## config.mk

```make
export PLATFORM = sky130hd
export DESIGN_NAME = dcp_host_port
export DESIGN_NICKNAME = d
export VERILOG_FILES = /design/src/design/dcp_pkg.sv /design/src/design/dcp_fifo.sv /design/src/design/dcp_host_port.sv
export SDC_FILE = /design/constraint.sdc
export NUM_CORES = 1
export LEC_CHECK = 0
export ABC_AREA = 1
export BUFFER_PORTS_ARGS = -buffer_cell sky130_fd_sc_hd__buf_4
export CAP_MARGIN = 5
export CELL_PAD_IN_SITES_DETAIL_PLACEMENT = 1
export CELL_PAD_IN_SITES_GLOBAL_PLACEMENT = 2
export CORE_MARGIN = 10
export CORE_UTILIZATION = 40
export CTS_CLUSTER_SIZE = 40
export DETAILED_ROUTE_END_ITERATION = 8
export GPL_TIMING_DRIVEN = 0
export PLACE_DENSITY = 0.82
export SETUP_SLACK_MARGIN = 0.02
export SYNTH_ARGS = -nofsm -noshare
export SYNTH_HDL_FRONTEND = slang
export SYNTH_SLANG_ARGS = --single-unit
```

## constraint.sdc

```tcl
create_clock -name core_clk -period 5 [get_ports core_clk]
set_input_delay 0 -clock core_clk [delete_from_list [all_inputs] [get_ports core_clk]]
set_output_delay 0 -clock core_clk [all_outputs]
set_load 0.02 [all_outputs]
```

## src/design/dcp_pkg.sv

```systemverilog
// Purpose: shared constants and types for the disk controller host command port
// Assumes: byte-wide port writes, single clock core_clk at 125 MHz
// Notes: memory side is a simple request/acknowledge master with timeout
package dcp_pkg;
  localparam logic [2:0] OFS_STATUS = 3'h0;
  localparam logic [2:0] OFS_PTR_LOW = 3'h0;
  localparam logic [2:0] OFS_PTR_MID = 3'h2;
  localparam logic [2:0] OFS_PTR_HIGH = 3'h4;
  localparam logic [2:0] OFS_START = 3'h6;
  localparam logic [2:0] OFS_IRQ_CLEAR = 3'h7;
  localparam int BIT_BUSY = 7;
  localparam int BIT_IRQ = 6;
  localparam int BIT_IRQ_ENABLE = 7;
  localparam int BIT_WORD16 = 6;
  localparam int BLOCK_BYTES = 16;
  localparam logic [3:0] BLK_COMMAND = 4'h0;
  localparam logic [3:0] BLK_UNIT = 4'h1;
  localparam logic [3:0] BLK_SECTOR0 = 4'h2;
  localparam logic [3:0] BLK_SECTOR1 = 4'h3;
  localparam logic [3:0] BLK_SECTOR2 = 4'h4;
  localparam logic [3:0] BLK_COUNT0 = 4'h6;
  localparam logic [3:0] BLK_COUNT1 = 4'h7;
  localparam logic [3:0] BLK_ADDR0 = 4'h8;
  localparam logic [3:0] BLK_ADDR1 = 4'h9;
  localparam logic [3:0] BLK_ADDR2 = 4'hA;
  localparam logic [3:0] BLK_STAT0 = 4'hC;
  localparam logic [3:0] BLK_STAT1 = 4'hD;
  localparam logic [3:0] BLK_STAT2 = 4'hE;
  localparam logic [7:0] MAX_UNIT = 8'h03;
  localparam logic [23:0] MAX_SECTOR = 24'h0094FF;
  localparam logic [7:0] CMD_STATUS = 8'h00;
  localparam logic [7:0] CMD_READ = 8'h01;
  localparam logic [7:0] CMD_CLOSE = 8'h02;
  localparam logic [7:0] CMD_CLOSE_VERIFY = 8'h03;
  localparam logic [7:0] CMD_FORMAT = 8'h05;
  localparam logic [7:0] CMD_SURFACE = 8'h06;
  localparam logic [7:0] CMD_RESTART = 8'h07;
  localparam logic [7:0] CMD_WRITE = 8'h0A;
  localparam logic [7:0] CMD_WRITE_VERIFY = 8'h0B;
  localparam logic [7:0] CMD_WRITE_UNALLOC = 8'h14;
  localparam logic [7:0] CMD_WRITE_UNALLOC_VERIFY = 8'h15;
  localparam logic [7:0] ST_OK = 8'h80;
  localparam logic [7:0] ST_BAD_UNIT = 8'h11;
  localparam logic [7:0] ST_BAD_SECTOR = 8'h12;
  localparam logic [7:0] ST_BAD_ADDRESS = 8'h13;
  localparam logic [7:0] ST_BAD_COMMAND = 8'h14;
  localparam logic [7:0] ST_BUS_TIMEOUT = 8'h24;
  localparam logic [7:0] CONFIG_CODE = 8'h00;
  localparam int CLK_MHZ = 125;
  localparam int POWERUP_MS = 1000;
  localparam int POWERUP_CYCLES = POWERUP_MS * 1000 * CLK_MHZ;
  localparam int BUS_TIMEOUT_US = 10;
  localparam int BUS_TIMEOUT_CYCLES = BUS_TIMEOUT_US * CLK_MHZ;

  typedef struct packed {
    logic req;
    logic write;
    logic word;
    logic [19:0] addr;
    logic [15:0] wdata;
  } dcp_mem_req_type;

  typedef struct packed {
    logic ack;
    logic [15:0] rdata;
  } dcp_mem_rsp_type;
endpackage

```

## src/design/dcp_fifo.sv

```systemverilog
// Purpose: synchronous valid/ready FIFO
// Assumes: one clock, synchronous reset
// Notes: depth must be a power of two
`timescale 1ns/1ps
`default_nettype none
module dcp_fifo #(
  parameter int WIDTH = 8,
  parameter int DEPTH = 16
) (
  input wire logic core_clk,
  input wire logic srst,
  input wire logic inValid,
  output logic inReady,
  input wire logic [WIDTH-1:0] inData,
  output logic outValid,
  input wire logic outReady,
  output logic [WIDTH-1:0] outData
);
  localparam int AW = $clog2(DEPTH);
  initial begin
    if (DEPTH < 2 || (1 << AW) != DEPTH) $error("FIFO depth must be a power of two");
  end
  logic [WIDTH-1:0] mem [DEPTH];
  logic [AW:0] wrPtr;
  logic [AW:0] rdPtr;
  wire logic push = inValid && inReady;
  wire logic pop = outValid && outReady;
  assign inReady = (wrPtr - rdPtr) != (AW+1)'(DEPTH);
  assign outValid = wrPtr != rdPtr;
  assign outData = mem[rdPtr[AW-1:0]];
  always_ff @(posedge core_clk) begin
    if (push) begin
      mem[wrPtr[AW-1:0]] <= inData;
    end
  end
  always_ff @(posedge core_clk) begin
    if (srst) begin
      wrPtr <= '0;
      rdPtr <= '0;
    end else begin
      if (push) begin
        wrPtr <= wrPtr + 1'b1;
      end
      if (pop) begin
        rdPtr <= rdPtr + 1'b1;
      end
    end
  end
endmodule
`default_nettype wire

```

## src/design/dcp_host_port.sv

```systemverilog
// Purpose: host command port: pointer load, start, block fetch, checks, DMA and status return
// Assumes: port writes and reads are single-cycle strobes synchronous to core_clk
// Notes: drive data enters and leaves through diskRx/diskTx; one FIFO per direction buffers the DMA stream
//
// Summary of operation
// RULE1: Three byte writes build the block pointer
// RULE2: Start write latches config and begins
// RULE3: Host writes start only after setup
// RULE4: Start bit 7 enables completion interrupt
// RULE5: Start bit 6 selects 16-bit transfers
// RULE6: Offset 7 write clears interrupt
// RULE7: Block is sixteen bytes, command first
// RULE8: Unit number must be 0 to 3
// RULE9: Sector number valid up to 094FFH
// RULE10: DMA crosses 64k banks without stopping
// RULE11: Sector range beyond capacity reports error
// RULE12: Odd count forces byte transfers
// RULE13: Odd address forces byte transfers
// RULE14: Address is 16-bit offset plus bank
// RULE15: Unanswered data transfer ends with timeout
// RULE16: Low byte at even address
// RULE17: Codes 00H-03H decoded as listed
// RULE18: 05H-07H decoded, 04H and 16H+ unassigned
// RULE19: 14H and 15H unallocated writes decoded
// RULE20: Status block holds status then config
// RULE21: Status write timeout still completes
// RULE22: Offset 0 read shows busy and interrupt
// RULE23: Active-low interrupt held until cleared
// RULE24: Distinct codes for programming errors
// RULE25: Busy after reset, then ready
// RULE26: Unassigned offsets ignored, reads harmless
`timescale 1ns/1ps
`default_nettype none
module dcp_host_port #(
  parameter int POWERUP_CYCLES = dcp_pkg::POWERUP_CYCLES,
  parameter int TIMEOUT_CYCLES = dcp_pkg::BUS_TIMEOUT_CYCLES,
  parameter int FIFO_DEPTH = 16
) (
  input wire logic core_clk,
  input wire logic srst,
  input wire logic portWrite,
  input wire logic portRead,
  input wire logic [2:0] portAddr,
  input wire logic [7:0] portWdata,
  output logic [7:0] portRdata,
  output logic irq_n,
  output dcp_pkg::dcp_mem_req_type memReq,
  input wire dcp_pkg::dcp_mem_rsp_type memRsp,
  input wire logic diskRxValid,
  output logic diskRxReady,
  input wire logic [7:0] diskRxData,
  output logic diskTxValid,
  input wire logic diskTxReady,
  output logic [7:0] diskTxData
);
  initial begin
    if (POWERUP_CYCLES < 1 || TIMEOUT_CYCLES < 1 || FIFO_DEPTH < 2) $error("Bad parameter");
  end

  typedef enum logic [8:0] {
    ST_POWERUP = 9'h001,
    ST_IDLE = 9'h002,
    ST_FETCH = 9'h004,
    ST_CHECK = 9'h008,
    ST_DMA_RD = 9'h010,
    ST_DMA_WR = 9'h020,
    ST_STAT0 = 9'h040,
    ST_STAT1 = 9'h080,
    ST_DONE = 9'h100
  } dcp_state_type;

  dcp_state_type state;
  logic [19:0] blockPointer;
  logic irqEnable;
  logic word16;
  logic irqFlag;
  logic [7:0] blk [dcp_pkg::BLOCK_BYTES];
  logic [3:0] fetchIdx;
  logic [19:0] dmaAddr;
  logic [15:0] dmaLeft;
  logic dmaWord;
  logic [7:0] statusCode;
  logic [31:0] timer;
  logic [7:0] hiHold;
  logic hiPending;

  wire logic busy = state != ST_IDLE;
  wire logic startWrite = portWrite && portAddr == dcp_pkg::OFS_START;
  wire logic clearWrite = portWrite && portAddr == dcp_pkg::OFS_IRQ_CLEAR;
  wire logic [7:0] cmd = blk[dcp_pkg::BLK_COMMAND];
  wire logic [15:0] count = {blk[dcp_pkg::BLK_COUNT1], blk[dcp_pkg::BLK_COUNT0]};
  wire logic [23:0] sector = {blk[dcp_pkg::BLK_SECTOR2], blk[dcp_pkg::BLK_SECTOR1], blk[dcp_pkg::BLK_SECTOR0]};
  // Bank nibble above a 16-bit offset
  wire logic [19:0] ramAddr = {blk[dcp_pkg::BLK_ADDR2][3:0], blk[dcp_pkg::BLK_ADDR1], blk[dcp_pkg::BLK_ADDR0]}; // RULE14
  wire logic [19:0] statAddr = {blk[dcp_pkg::BLK_STAT2][3:0], blk[dcp_pkg::BLK_STAT1], blk[dcp_pkg::BLK_STAT0]};
  // One past the last sector touched; a partial sector counts whole
  wire logic [24:0] lastSector = {1'b0, sector} + 25'({count[15:7]}) + 25'(|count[6:0]);
  wire logic timedOut = timer == 32'(TIMEOUT_CYCLES);
  wire logic isRead = cmd == dcp_pkg::CMD_READ;
  wire logic isWrite = cmd == dcp_pkg::CMD_WRITE || cmd == dcp_pkg::CMD_WRITE_VERIFY
    || cmd == dcp_pkg::CMD_WRITE_UNALLOC || cmd == dcp_pkg::CMD_WRITE_UNALLOC_VERIFY; // RULE19

  // Unassigned codes include 04H, 08H, 09H, 0CH-13H and 16H-FFH
  function automatic logic known_cmd(input logic [7:0] c);
    unique case (c)
      dcp_pkg::CMD_STATUS, dcp_pkg::CMD_READ, dcp_pkg::CMD_CLOSE, dcp_pkg::CMD_CLOSE_VERIFY, // RULE17
      dcp_pkg::CMD_FORMAT, dcp_pkg::CMD_SURFACE, dcp_pkg::CMD_RESTART, // RULE18
      dcp_pkg::CMD_WRITE, dcp_pkg::CMD_WRITE_VERIFY,
      dcp_pkg::CMD_WRITE_UNALLOC, dcp_pkg::CMD_WRITE_UNALLOC_VERIFY: known_cmd = 1'b1; // RULE19
      default: known_cmd = 1'b0;
    endcase
  endfunction

  // Read data is a plain mux; reads change nothing
  always_comb begin
    portRdata = 8'h00;
    if (portAddr == dcp_pkg::OFS_STATUS) begin // RULE26
      portRdata[dcp_pkg::BIT_BUSY] = busy; // RULE22
      portRdata[dcp_pkg::BIT_IRQ] = irqFlag; // RULE22
    end
  end

  // Pointer bytes; odd offsets fall through untouched
  always_ff @(posedge core_clk) begin
    if (srst) begin
      blockPointer <= '0;
    end else if (portWrite) begin
      unique case (portAddr)
        dcp_pkg::OFS_PTR_LOW: blockPointer[7:0] <= portWdata; // RULE1
        dcp_pkg::OFS_PTR_MID: blockPointer[15:8] <= portWdata; // RULE1
        dcp_pkg::OFS_PTR_HIGH: blockPointer[19:16] <= portWdata[3:0]; // RULE1
        default: ; // RULE26
      endcase
    end
  end

  // Start is accepted only when idle; host is expected to poll busy first
  always_ff @(posedge core_clk) begin
    if (srst) begin
      irqEnable <= 1'b0;
      word16 <= 1'b0;
    end else if (startWrite && state == ST_IDLE) begin
      irqEnable <= portWdata[dcp_pkg::BIT_IRQ_ENABLE]; // RULE4
      word16 <= portWdata[dcp_pkg::BIT_WORD16]; // RULE5
    end
  end

  // Completion sets the flag; a same-cycle clear loses to it
  always_ff @(posedge core_clk) begin
    if (srst) begin
      irqFlag <= 1'b0;
    end else if (state == ST_DONE && irqEnable) begin
      irqFlag <= 1'b1; // RULE4 RULE21
    end else if (clearWrite || startWrite) begin
      irqFlag <= 1'b0; // RULE6 RULE23
    end
  end
  assign irq_n = ~irqFlag; // RULE23

  // Two FIFOs between drive streams and memory, one per direction
  logic rxOutValid;
  logic rxOutReady;
  logic [7:0] rxOutData;
  logic txInValid;
  logic txInReady;
  logic [7:0] txInData;
  dcp_fifo #(.WIDTH(8), .DEPTH(FIFO_DEPTH)) u_rx_fifo (
    .core_clk(core_clk), .srst(srst),
    .inValid(diskRxValid), .inReady(diskRxReady), .inData(diskRxData),
    .outValid(rxOutValid), .outReady(rxOutReady), .outData(rxOutData)
  );
  dcp_fifo #(.WIDTH(8), .DEPTH(FIFO_DEPTH)) u_tx_fifo (
    .core_clk(core_clk), .srst(srst),
    .inValid(txInValid), .inReady(txInReady), .inData(txInData),
    .outValid(diskTxValid), .outReady(diskTxReady), .outData(diskTxData)
  );

  // Memory request acknowledged: a fetch, DMA or status access completes
  wire logic memDone = memReq.req && memRsp.ack;
  // Every byte taken pops once, the held low byte and its partner alike
  assign rxOutReady = state == ST_DMA_RD && !memReq.req && rxOutValid;
  assign txInValid = state == ST_DMA_WR && (hiPending || memDone);
  assign txInData = hiPending ? hiHold : (memReq.addr[0] ? memRsp.rdata[15:8] : memRsp.rdata[7:0]);

  // Main sequencer
  always_ff @(posedge core_clk) begin
    if (srst) begin
      state <= ST_POWERUP; // RULE25
      timer <= '0;
      fetchIdx <= '0;
      memReq <= '0;
      dmaAddr <= '0;
      dmaLeft <= '0;
      dmaWord <= 1'b0;
      statusCode <= dcp_pkg::ST_OK;
      hiHold <= 8'h00;
      hiPending <= 1'b0;
      // Cleared at reset only; a fetch aborted later keeps bytes of the previous block
      for (int i = 0; i < dcp_pkg::BLOCK_BYTES; i++) begin
        blk[i] <= 8'h00;
      end
    end else begin
      // One counter serves bus waits and the power-up delay
      timer <= (memReq.req && !memDone) ? timer + 32'd1 : 32'd0;
      unique case (state)
        ST_POWERUP: begin
          timer <= timer + 32'd1;
          if (timer == 32'(POWERUP_CYCLES - 1)) begin
            timer <= '0;
            state <= ST_IDLE; // RULE25
          end
        end
        ST_IDLE: begin
          if (startWrite) begin
            fetchIdx <= '0;
            statusCode <= dcp_pkg::ST_OK;
            memReq <= '{req: 1'b1, write: 1'b0, word: 1'b0, addr: blockPointer, wdata: 16'h0000}; // RULE2
            state <= ST_FETCH; // RULE2
          end
        end
        ST_FETCH: begin
          if (memDone) begin
            blk[fetchIdx] <= memReq.addr[0] ? memRsp.rdata[15:8] : memRsp.rdata[7:0]; // RULE7
            fetchIdx <= fetchIdx + 4'd1;
            memReq.addr <= memReq.addr + 20'd1;
            if (fetchIdx == 4'(dcp_pkg::BLOCK_BYTES - 1)) begin
              memReq.req <= 1'b0;
              state <= ST_CHECK;
            end
          end else if (timedOut) begin
            memReq.req <= 1'b0;
            statusCode <= dcp_pkg::ST_BUS_TIMEOUT;
            // No trusted status pointer yet, so no status block
            state <= ST_DONE;
          end
        end
        ST_CHECK: begin
          dmaAddr <= ramAddr;
          dmaLeft <= count;
          // Any odd start or odd count keeps the whole transfer byte-wide
          dmaWord <= word16 && !count[0] && !ramAddr[0]; // RULE12 RULE13
          if (!known_cmd(cmd)) begin
            statusCode <= dcp_pkg::ST_BAD_COMMAND; // RULE24
            state <= ST_STAT0;
          end else if (blk[dcp_pkg::BLK_UNIT] > dcp_pkg::MAX_UNIT) begin
            statusCode <= dcp_pkg::ST_BAD_UNIT; // RULE8 RULE24
            state <= ST_STAT0;
          end else if (sector > dcp_pkg::MAX_SECTOR
              || ((isRead || isWrite) && lastSector > {1'b0, dcp_pkg::MAX_SECTOR} + 25'd1)) begin
            statusCode <= dcp_pkg::ST_BAD_SECTOR; // RULE9 RULE11 RULE24
            state <= ST_STAT0;
          end else if (isRead && count != 16'h0000) begin
            state <= ST_DMA_RD;
          end else if (isWrite && count != 16'h0000) begin
            state <= ST_DMA_WR;
          end else begin
            state <= ST_STAT0;
          end
        end
        ST_DMA_RD: begin
          // Drive data to memory
          if (memDone) begin
            memReq.req <= 1'b0;
            dmaAddr <= dmaAddr + (memReq.word ? 20'd2 : 20'd1); // RULE10
            dmaLeft <= dmaLeft - (memReq.word ? 16'd2 : 16'd1);
            if (dmaLeft == (memReq.word ? 16'd2 : 16'd1)) begin
              state <= ST_STAT0;
            end
          end else if (timedOut) begin
            memReq.req <= 1'b0;
            statusCode <= dcp_pkg::ST_BUS_TIMEOUT; // RULE15
            state <= ST_STAT0;
          end else if (!memReq.req && rxOutValid) begin
            // Low byte waits in hiHold until its partner arrives
            if (dmaWord && !hiPending) begin
              hiHold <= rxOutData;
              hiPending <= 1'b1;
            end else if (!dmaWord) begin
              memReq <= '{req: 1'b1, write: 1'b1, word: 1'b0, addr: dmaAddr, wdata: {8'h00, rxOutData}};
            end else begin
              hiPending <= 1'b0;
              // First byte goes to the even address
              memReq <= '{req: 1'b1, write: 1'b1, word: 1'b1, addr: dmaAddr, wdata: {rxOutData, hiHold}}; // RULE16
            end
          end
        end
        ST_DMA_WR: begin
          // Memory data to drive; the high byte waits one slot in hiHold
          if (hiPending) begin
            if (txInReady) begin
              hiPending <= 1'b0;
            end
          end else if (memDone) begin
            memReq.req <= 1'b0;
            if (memReq.word) begin
              hiHold <= memRsp.rdata[15:8]; // RULE16
              hiPending <= 1'b1;
            end
            dmaAddr <= dmaAddr + (memReq.word ? 20'd2 : 20'd1); // RULE10
            dmaLeft <= dmaLeft - (memReq.word ? 16'd2 : 16'd1);
          end else if (timedOut) begin
            memReq.req <= 1'b0;
            statusCode <= dcp_pkg::ST_BUS_TIMEOUT; // RULE15
            state <= ST_STAT0;
          end else if (!memReq.req && dmaLeft == 16'h0000) begin
            state <= ST_STAT0;
          // Issue only with FIFO room, so an answer is never dropped
          end else if (!memReq.req && txInReady) begin
            memReq <= '{req: 1'b1, write: 1'b0, word: dmaWord, addr: dmaAddr, wdata: 16'h0000};
          end
        end
        ST_STAT0: begin
          hiPending <= 1'b0;
          if (!memReq.req) begin
            memReq <= '{req: 1'b1, write: 1'b1, word: 1'b0, addr: statAddr, wdata: {8'h00, statusCode}}; // RULE20
          end else if (memDone || timedOut) begin
            memReq <= '{req: 1'b1, write: 1'b1, word: 1'b0, addr: statAddr + 20'd1,
              wdata: {8'h00, dcp_pkg::CONFIG_CODE}}; // RULE20
            state <= memDone ? ST_STAT1 : ST_DONE; // RULE21
            // Config byte is skipped once the status write timed out
            if (timedOut) begin
              memReq.req <= 1'b0;
            end
          end
        end
        ST_STAT1: begin
          if (memDone || timedOut) begin
            memReq.req <= 1'b0;
            state <= ST_DONE; // RULE21
          end
        end
        ST_DONE: begin
          // Flag is set here; busy falls on the same edge
          state <= ST_IDLE;
        end
        default: state <= ST_IDLE;
      endcase
    end
  end
endmodule
`default_nettype wire

```

==> results.md, run 1 <==
* Vias in the first global route at roughly 23000
* Most instantiated cells after synthesis: nand2_1 (442), nor2_1 (392), edfxtp_1 (350)
* Htree depth at 2
* Post-synth EDFFs at 350
* Clock Tree Buf Depth at 3
* Relative slew slack at 0.0661
* Gp weighted congestion at roughly 0.9
* Largest net degree at the start of global routing at 17
* Clock root buffer master: clkbuf_16
* Fmax at 242 MHz
* Delay of the slowest critical-path stage at 460 ps
* Core area at 65500 µm²
* ANT cells at 0
* All-Layer GR Usage at 0.228
* CP Class: flop to flop
* CTS Buf Count at between 50 and 60
* RR Startpoint: blk[6][0]
* Top_reg_cell synth: edfxtp_1
* Total gr overflow at 0
* Total negative setup slack at 0 ps
* Setup crit end: statusCode[1]
* Die footprint at 76600 µm²
* Minimum clock period at 4130 ps
* I/O pin count at 100
* Status: finished clean
* Crit-path slowest cell: nor4_1
* TritonCTS clock tree: yes
* Synth Register Bits at 537
* Reg-to-Reg End: statusCode[1]
* Pwr Density at between 300 and 400 nW/µm²
* Synth cell types at between 60 and 70
* Most used cell, CP: nand2_1
* Leakage at between 10 and 15 nW
* Die X at 277 µm
* Area delta synth->final at 16.5%
* First-pass DRT Iterations at 5
* Tcrit/Tclk final at 0.825
* Worst Reg2Reg Path Length in Cells at 23
* Post-CTS resize count at 0
* Share of layout cells above drive strength 1 at 0.110
* Setup skew after layout at 23.7 ps
* Crit Path Max Fanout at 6
* Worst Path Arrival at roughly 4700 ps
* DRT antenna net count at 0
* Sequential area share after synthesis at 0.540
* DR WL/cell at roughly 22 µm
* Most frequent cell after synthesis: nand2_1
* Nets at approximately 3200
* Clock transition at path regs at 60 ps
* DRC viols at 0
* Post-Syn Instances at 2918
* R2R Setup Slk at 870 ps
* Required time worst endpoint at between 5000 and 6000 ps
* Port bufs at 91
* Routed via count at 22193
* Synth top area share at 0.399
* Post-synthesis area per instance at 9.04 µm²
* Max Slew Vio Count at 0
* Tot Pwr at 11.9 mW
* Mapped cell area at approximately 26000 µm²
* Half-perimeter wire length after placement at between 60000 and 70000 µm
* Clock Latency Late Sink at between 600 and 700 ps
* Critical path cell sequence: nor4_1 > inv_1 > nor4_1 > fa_1 > inv_1 > fa_1 > nand2_1 > nand2_1 > nand3_1 > nand2_1 > nand2_1 > nand3_1 > nand2_1 > nand2_1 > nor2_1 > nand2_1 > nor2_1 > nand2_1 > nand3_2 > nand3_4 > nand2_4 > nand2_2 > a21oi_2
* Slew @ Worst Pin at roughly 1400 ps
* Initial antenna violation count at 1
* CP startpoint: blk[6][0]
* Peak VDD IR at around 0.00032 V
* CTS sink count at 537
* Synth async-reset ratio at 0
* Crit. End Element: flop
* Drt total wl at slightly above 90000 µm
* Final setup viols at 0
* First-pass GRT wire length at about 140000 µm
* Startpoint types: flop
* Routed vias/inst at between 5 and 6
* Hold Crit Start: memRsp[6]
* RSZ-0062 raised after global routing: no
* DRC marker count from the first detailed-route iteration at between 1500 and 2000
* Top post-synthesis cells by area: edfxtp_1 (40%), dfxtp_1 (14%), nand2_1 (6.3%), nor2_1 (5.6%), inv_1 (4.6%)
* HP Class: input port to flop
* Row count at 94
* Starting Density at 0.403
* Yosys warning total at 0
* Final hold vios at 0
* Max Cap Viol at 0
* Chip height at roughly 280 µm
* Cell taking the most area after synthesis: edfxtp_1
critical path: cells and delay by family (launching register included):
| kind | cells | cell delay [ps] |
|---|---|---|
| DFF | 1 | 440 |
| buffers and inverters | 2 | 160 |
| and+or+nand+nor | 18 | 2610 |
| AOI/OAI and AO/OA | 1 | 120 |
| adders and majority gates | 2 | 690 |
layout make-up:
cell class | instances | area [µm²]
well taps | 864 | 1080
plain buffers | 115 | 518
multi-input cells | 1923 | 10300
inverters | 348 | 1310
flip-flops and latches | 537 | 14300
clock inverters | 38 | 493
fillers | 7512 | 34800
clock buffers | 74 | 1550
repair buffers | 144 | 1200
flip-flops by register name, indices dropped and copies added (netlist names), named ones only:
register	count
u_tx_fifo.wrPtr	5
statusCode	6
dmaLeft	16
u_tx_fifo.rdPtr	5
blockPointer	20
u_rx_fifo.wrPtr	5
word16	1
irqEnable	1
memReq	39
dmaWord	1
u_rx_fifo.mem	128
fetchIdx	4
irqFlag	1
timer	32
blk	94
hiHold	8
u_tx_fifo.mem	128
u_rx_fifo.rdPtr	5
dmaAddr	20
hiPending	1
state	9
per-stage QoR:
stage          setup slack (ps)  instance area [µm²]   util  hold slack, ps  instances
2_1_floorplan              1870                26400      -            98.9       2923
3_3_place_gp                673                28200  0.430             245       3878
3_5_place_dp                908                28200  0.431             258       3884
4_1_cts                     863                30700  0.469             103       4043
5_1_grt                     494                30700  0.469             127       4043
6_report                    874                30700  0.469             113       4043
cells by family (layout without fill, tap and decap cells):
| kind of cell | after synthesis | count (layout) | synth area share |
|---|---|---|---|
| flip-flops | 537 | 537 | 0.540 |
| AO/OA/AOI/OAI | 578 | 578 | 0.129 |
| other | 1 | 6 | 0.000142 |
| adder cells (fa/ha/maj) | 42 | 42 | 0.0211 |
| AND/OR/NAND/NOR | 1188 | 1188 | 0.201 |
| multiplexers | 64 | 64 | 0.0243 |
| buffers and inverters | 463 | 719 | 0.0693 |
| XOR/XNOR | 45 | 45 | 0.0149 |
routing by layer:
metal / global-route usage / part of all wire / up-vias / wire [µm]
met4: 0.0574 / 0.023 / 0 / 2120
li1: - / - / 10417 / -
met3: 0.0303 / 0.054 / 132 / 4930
met2: 0.367 / 0.46 / 628 / 41400
met1: 0.319 / 0.47 / 11016 / 42300
met5: 0 / 0 / - / 0
repair_timing:
item	CTS	global route
hold buffers	47	0
buffers inserted	0	0
endpoints found under the hold margin	174	0
worst min path at each step:
stage / end / cells past startpoint
after floorplan: u_rx_fifo.mem[0][0] / 0
after global placement: blockPointer[12] / 3
after detailed placement: blockPointer[12] / 3
after CTS: blk[1][6] / 3
after global routing: blk[1][6] / 3
final: blk[1][6] / 3
layout by cell type (no fill, tap or decap), types with 20 or more instances in the layout:
cell type        n
nor4_1          20
mux2i_1         64
o21ai_0        206
nand2_1        442
nand4_1         40
ha_1            38
clkbuf_1        87
edfxtp_1       350
xor2_1          32
dfxtp_1        187
nor2_1         392
buf_4          108
inv_2           27
dlygate4sd3_1   47
buf_2           24
clkbuf_16       60
nand2_2         21
nor2_2          20
inv_1          320
a21oi_1        182
nor3_1          71
o211ai_1        77
nand3_1        125
where the power goes:
part	internal [mW]	switching (mW)
clock	2.73	1.88
sequential	4.99	0.208
combinational	0.606	1.50
total	8.33	3.59
No activity file was read; power rests on OpenSTA's default activity.
==> run 2, diff against run 1 <==
Settings changed: CORE_UTILIZATION 40 to 39, PLACE_DENSITY 0.82 to 0.8.
Clock period 5 ns to 4.15 ns, I/O delays scaled along.
==> results.md, run 2 (synthesized netlist as in run 1, its figures left out) <==
* CTS Buf Count at 60
* TritonCTS clock tree: yes
* CTS sink count at around 540
* Startpoint types: flop
* Slew @ Worst Pin at ~1300 ps
* I/O pin count at 100
* All-Layer GR Usage at 0.235
* Chip height at between 200 and 300 µm
* Initial antenna violation count at 0
* DR WL/cell at about 23 µm
* Fmax at 258 MHz
* Drt total wl at approximately 95000 µm
* Relative slew slack at 0.0949
* Nets at between 3000 and 4000
* Port bufs at 91
* Vias in the first global route at between 20000 and 25000
* Max Slew Vio Count at 0
* Area delta synth->final at 16.4%
* Net Sw Frac at 0.307
* Crit Path Max Fanout at 4
* Total gr overflow at 0
* Peak VDD IR at between 0.0003 and 0.0004 V
* Sequential standard cell area at around 14000 µm²
* Core area at approximately 67000 µm²
* Clock Latency Late Sink at about 670 ps
* Half-perimeter wire length after placement at 70800 µm
* Die X at between 200 and 300 µm
* Htree depth at 2
* Worst Path Arrival at 4490 ps
* Final Hold Slack at between 80 and 90 ps
* Setup skew after layout at 60.7 ps
* ANT cells at 0
* Status: finished clean
* Starting Density at 0.393
* Pwr Density at approximately 460 nW/µm²
* First-pass GRT wire length at ~140000 µm
* HP Class: input port to flop
* DRT antenna net count at 0
* Most common cell after layout, fill and taps aside: nand2_1
* Row count at 95
* Register share of total power at 0.441
* DRC viols at 0
* Routed via count at 22221
* Cell internal pwr at ~9.8 mW
* Final hold vios at 0
* Multi-input logic area at 10300 µm²
* Required time worst endpoint at about 4800 ps
* Crit. End Element: flop
* Final setup viols at 0
* RSZ-0062 raised after global routing: no
* Total negative setup slack at 0 ps
* Share of layout cells above drive strength 1 at 0.112
* Clock root buffer master: clkbuf_16
* Final Non-Filler Cells at 4053
* Die footprint at around 78000 µm²
* Switching pwr at approximately 4.4 mW
* Max Cap Viol at 0
* Minimum clock period at just under 4000 ps
* Clock Tree Buf Depth at 3
* Routed vias/inst at roughly 5.5
* Logic gate share of total power at 0.181
* Leakage at around 11 nW
* CP Class: flop to flop
* First-pass DRT Iterations at 5
* Clock transition at path regs at 60 ps
* DRC marker count from the first detailed-route iteration at 1538
* Most frequent cells in the layout: nand2_1 (440), nor2_1 (390), edfxtp_1 (350)
* Gp weighted congestion at roughly 0.88
* Tcrit/Tclk final at 0.935
* Largest net degree at the start of global routing at 19
* Fillers at 7716
* Clock network fraction of design power at 0.377
* Cells after DPL at slightly below 4000
[run 2: final cells by class]
class / instances / area share
clock buffers: 81 / 0.0544
multi-input cells: 1923 / 0.337
flip-flops and latches: 537 / 0.464
well taps: 873 / 0.0356
repair buffers: 144 / 0.0393
clock inverters: 32 / 0.00994
plain buffers: 115 / 0.0169
inverters: 348 / 0.0426
[run 2: worst paths after layout]
| kind | startpoint | to | slack, ps | cells after the start |
|---|---|---|---|---|
| min | memRsp[3] | blk[0][3] | 80 | 3 |
| min reg2reg | timer[0] | timer[0] | 470 | 1 |
| max | blk[6][3] | state[4] | 270 | 21 |
| max reg2reg | blk[6][3] | state[4] | 270 | 21 |
[run 2: timing repair]
action	4_1_cts	5_1_grt
resized for setup	3	6
endpoints found under the hold margin	178	0
hold buffers	44	0
pin swaps	1	2
buffers inserted	1	1
setup endpoints to repair	9	9
[run 2: power groups by stage]
stage               Clock [mW]  Combinational, mW  Sequential (mW)
finish                    5.35               2.57             6.26
global route              5.65               2.79             6.28
CTS                       5.42               2.57             6.25
detailed placement           0               2.52             6.36
global placement             0               2.41             6.36
floorplan                    0               1.28             6.42
[run 2: per-layer routing]
| metal | track usage | part of all wire |
|---|---|---|
| met1 | 0.316 | 0.45 |
| met2 | 0.375 | 0.46 |
| met3 | 0.0325 | 0.047 |
| met4 | 0.102 | 0.043 |
| met5 | 0 | 0 |
[run 2: metrics by stage]
| stage | setup slack (ps) | power, mW | util | area (µm²) |
|---|---|---|---|---|
| 2_1_floorplan | 1020 | 7.71 | - | 26400 |
| 4_1_cts | 58.0 | 14.2 | 0.457 | 30700 |
| 3_5_place_dp | -460 | 8.88 | 0.420 | 28200 |
| 3_3_place_gp | -892 | 8.77 | 0.419 | 28200 |
| 6_report | 269 | 14.2 | 0.457 | 30700 |
| 5_1_grt | 33.4 | 14.7 | 0.457 | 30700 |
[run 2: worst max-delay path, cell delays in order, from the launching register on]
cell and delay (ps):
edfxtp_1 390, nor4_1 290, inv_1 110, nor4_4 230, buf_6 180, fa_1 190, inv_2 80, fa_2 360
or2_2 300, a21oi_1 140, nand3_1 90, nor2_1 110, nand2_1 60, nor2_1 310, nand3_1 130, nor2_1 100
nand2_1 130, nand3_2 150, nand4_1 150, nor2_2 210, nor2_1 60, nor2_1 80
==> run 3, diff against run 2 <==
Settings changed: PLACE_DENSITY 0.8 to 0.81, SYNTH_HIERARCHICAL set to 1.
==> results.md, run 3 <==
* Clock transition at path regs at about 70 ps
* Area delta synth->final at 16.7%
* Synth top area share at 0.396
* Gp weighted congestion at between 0.9 and 1
* Post-Syn Instances at 3073
* Core Util, Final at 0.460
* Post-synth EDFFs at 350
* Logic gate share of total power at 0.160
* DRC marker count from the first detailed-route iteration at 1754
* Slew @ Worst Pin at ~1300 ps
* Final Non-Filler Cells at about 4200
* Clock root buffer master: clkbuf_16
* Clock Latency Late Sink at 650 ps
* Setup skew after layout at roughly 43 ps
* Leakage at 11.5 nW
* Top_reg_cell synth: edfxtp_1
* Max Cap Viol at 0
* Routed via count at around 23000
* Most instantiated cells after synthesis: nor2_1 (551), nand2_1 (499), edfxtp_1 (350)
* Chip height at about 280 µm
* Core area at 67300 µm²
* Net Sw Frac at 0.295
* Final setup viols at 0
* Sequential area share after synthesis at 0.537
* CTS Buf Count at 59
* Half-perimeter wire length after placement at between 70000 and 80000 µm
* Clock network fraction of design power at 0.389
* Nets at around 3400
* Multi-input logic area at roughly 11000 µm²
* Cell taking the most area after synthesis: edfxtp_1
* Top post-synthesis cells by area: edfxtp_1 (40%), dfxtp_1 (14%), nor2_1 (7.8%), nand2_1 (7.1%), o21ai_0 (4.9%)
* Register share of total power at 0.451
* Synth async-reset ratio at 0
* Worst Reg2Reg Path Length in Cells at 22
* Post-synthesis area per instance at 8.64 µm²
* RSZ-0062 raised after global routing: no
* Synth Register Bits at between 500 and 600
* Row count at 95
* Largest net degree at the start of global routing at 18
* TritonCTS clock tree: yes
* Final Hold Slack at 68.7 ps
* CTS sink count at roughly 540
* Worst Path Arrival at around 4300 ps
* Die footprint at 78900 µm²
* Fmax at ~270 MHz
* Share of layout cells above drive strength 1 at 0.0971
* First-pass GRT wire length at approximately 140000 µm
* HP Class: input port to flop
* Most frequent cells in the layout: nor2_1 (551), nand2_1 (499), edfxtp_1 (350)
* Peak VDD IR at 0.000364 V
* Sequential standard cell area at 14300 µm²
* DP Worst Slack at -140 ps
* Yosys warning total at 6
* Initial antenna violation count at 1
* Cell internal pwr at approximately 9.6 mW
* Htree depth at 2
* Minimum clock period at 3750 ps
* Drt total wl at 94100 µm
* All-Layer GR Usage at 0.235
* Startpoint types: flop
* Clock Tree Buf Depth at 3
* Mapped cell area at roughly 27000 µm²
* Pwr Density at between 400 and 500 nW/µm²
* First-pass DRT Iterations at 6
* Total negative setup slack at 0 ps
* Tot Pwr at around 14 mW
* Die X at 281 µm
* Crit. End Element: flop
* Final instance area at just over 30000 µm²
* Crit Path Max Fanout at 7
* Cells after DPL at just over 4000
* Hold path depth at 4
* Status: finished clean
* Total gr overflow at 0
* Max Slew Vio Count at 0
* Required time worst endpoint at between 4000 and 5000 ps
* DRT antenna net count at 0
* Routed vias/inst at roughly 5.5
* Worst Slack Setup Final at between 300 and 400 ps
* Most frequent cell after synthesis: nor2_1
* Fillers at around 8000
* DR WL/cell at around 22 µm
* I/O pin count at 100
* Starting Density at 0.394
* ANT cells at 0
* Port bufs at 92
* Most common cell after layout, fill and taps aside: nor2_1
* Relative slew slack at 0.107
* Vias in the first global route at 24411
* Synth cell types at 64
* CP Class: flop to flop
* DRC viols at 0
* Switching pwr at about 4.0 mW
* Tcrit/Tclk final at 0.904
* Post-Place Cell Area at 28500 µm²
* Final hold vios at 0
-- run 3: cell type report --
class                   instances  share of cell area
flip-flops and latches        537               0.460
clock inverters                34              0.0115
repair buffers                161              0.0423
clock buffers                  75              0.0513
well taps                     873              0.0353
plain buffers                 123              0.0185
multi-input cells            2107               0.343
inverters                     311              0.0379
-- run 3: cell families (layout without fill, tap and decap cells) --
group           after synthesis  count (layout)  share of synthesized area
xor+xnor                     46              46                     0.0155
simple gates               1426            1426                      0.230
compound gates              587             587                      0.130
buf+inv                     434             704                     0.0658
fa+ha+maj                    42              42                     0.0209
flops                       537             537                      0.537
other cells                   1               6                   0.000141
-- run 3: timing repair --
| action | CTS | global route |
|---|---|---|
| endpoints found under the hold margin | 213 | 0 |
| endpoints found under the setup margin | 9 | 9 |
| cloned | 0 | 0 |
| resized for setup | 1 | 2 |
| setup buffers | 0 | 1 |
| hold buffers | 43 | 0 |
-- run 3: worst max-delay path, cell delays in order (launching register included) --
cell and delay [ps]:
edfxtp_1 430, nor2_1 120, nand2_1 90, nor4_4 260, fa_1 260, inv_1 100
fa_1 450, nand3_1 110, nand3_1 150, nand3_1 150, nand3_2 160, nand2_1 90
nand2_1 60, nor2_1 130, nand2_1 70, nor2_1 180, nand3_1 130, nand3_1 160
nand3_1 130, nand2_2 180, inv_2 80, nand2_1 70, a21oi_1 60
-- run 3: path summary, 6_finish.rpt --
path	startpoint	endpoint	slack (ps)
setup / recovery	blk[6][1]	statusCode[5]	400
hold / removal	memRsp[3]	blk[12][3]	70
hold reg to reg	blockPointer[4]	blockPointer[4]	450
setup reg to reg	blk[6][1]	statusCode[5]	400
-- run 3: layer usage --
metal / global-route usage / share of wire / wire [µm] / vias up
met3: 0.0335 / 0.053 / 4960 / 157
li1: - / - / - / 10967
met5: 0 / 0 / 0 / -
met1: 0.307 / 0.44 / 41800 / 11593
met4: 0.0747 / 0.029 / 2690 / 0
met2: 0.398 / 0.47 / 44600 / 588
-- run 3: power by group through the flow --
| stage | Sequential [mW] | Clock [mW] | Combinational (mW) |
|---|---|---|---|
| 2_1_floorplan | 6.25 | 0 | 1.12 |
| 3_3_place_gp | 6.25 | 0 | 2.02 |
| 3_5_place_dp | 6.25 | 0 | 2.13 |
| 4_1_cts | 6.13 | 5.38 | 2.17 |
| 5_1_grt | 6.15 | 5.60 | 2.38 |
| 6_report | 6.14 | 5.29 | 2.18 |
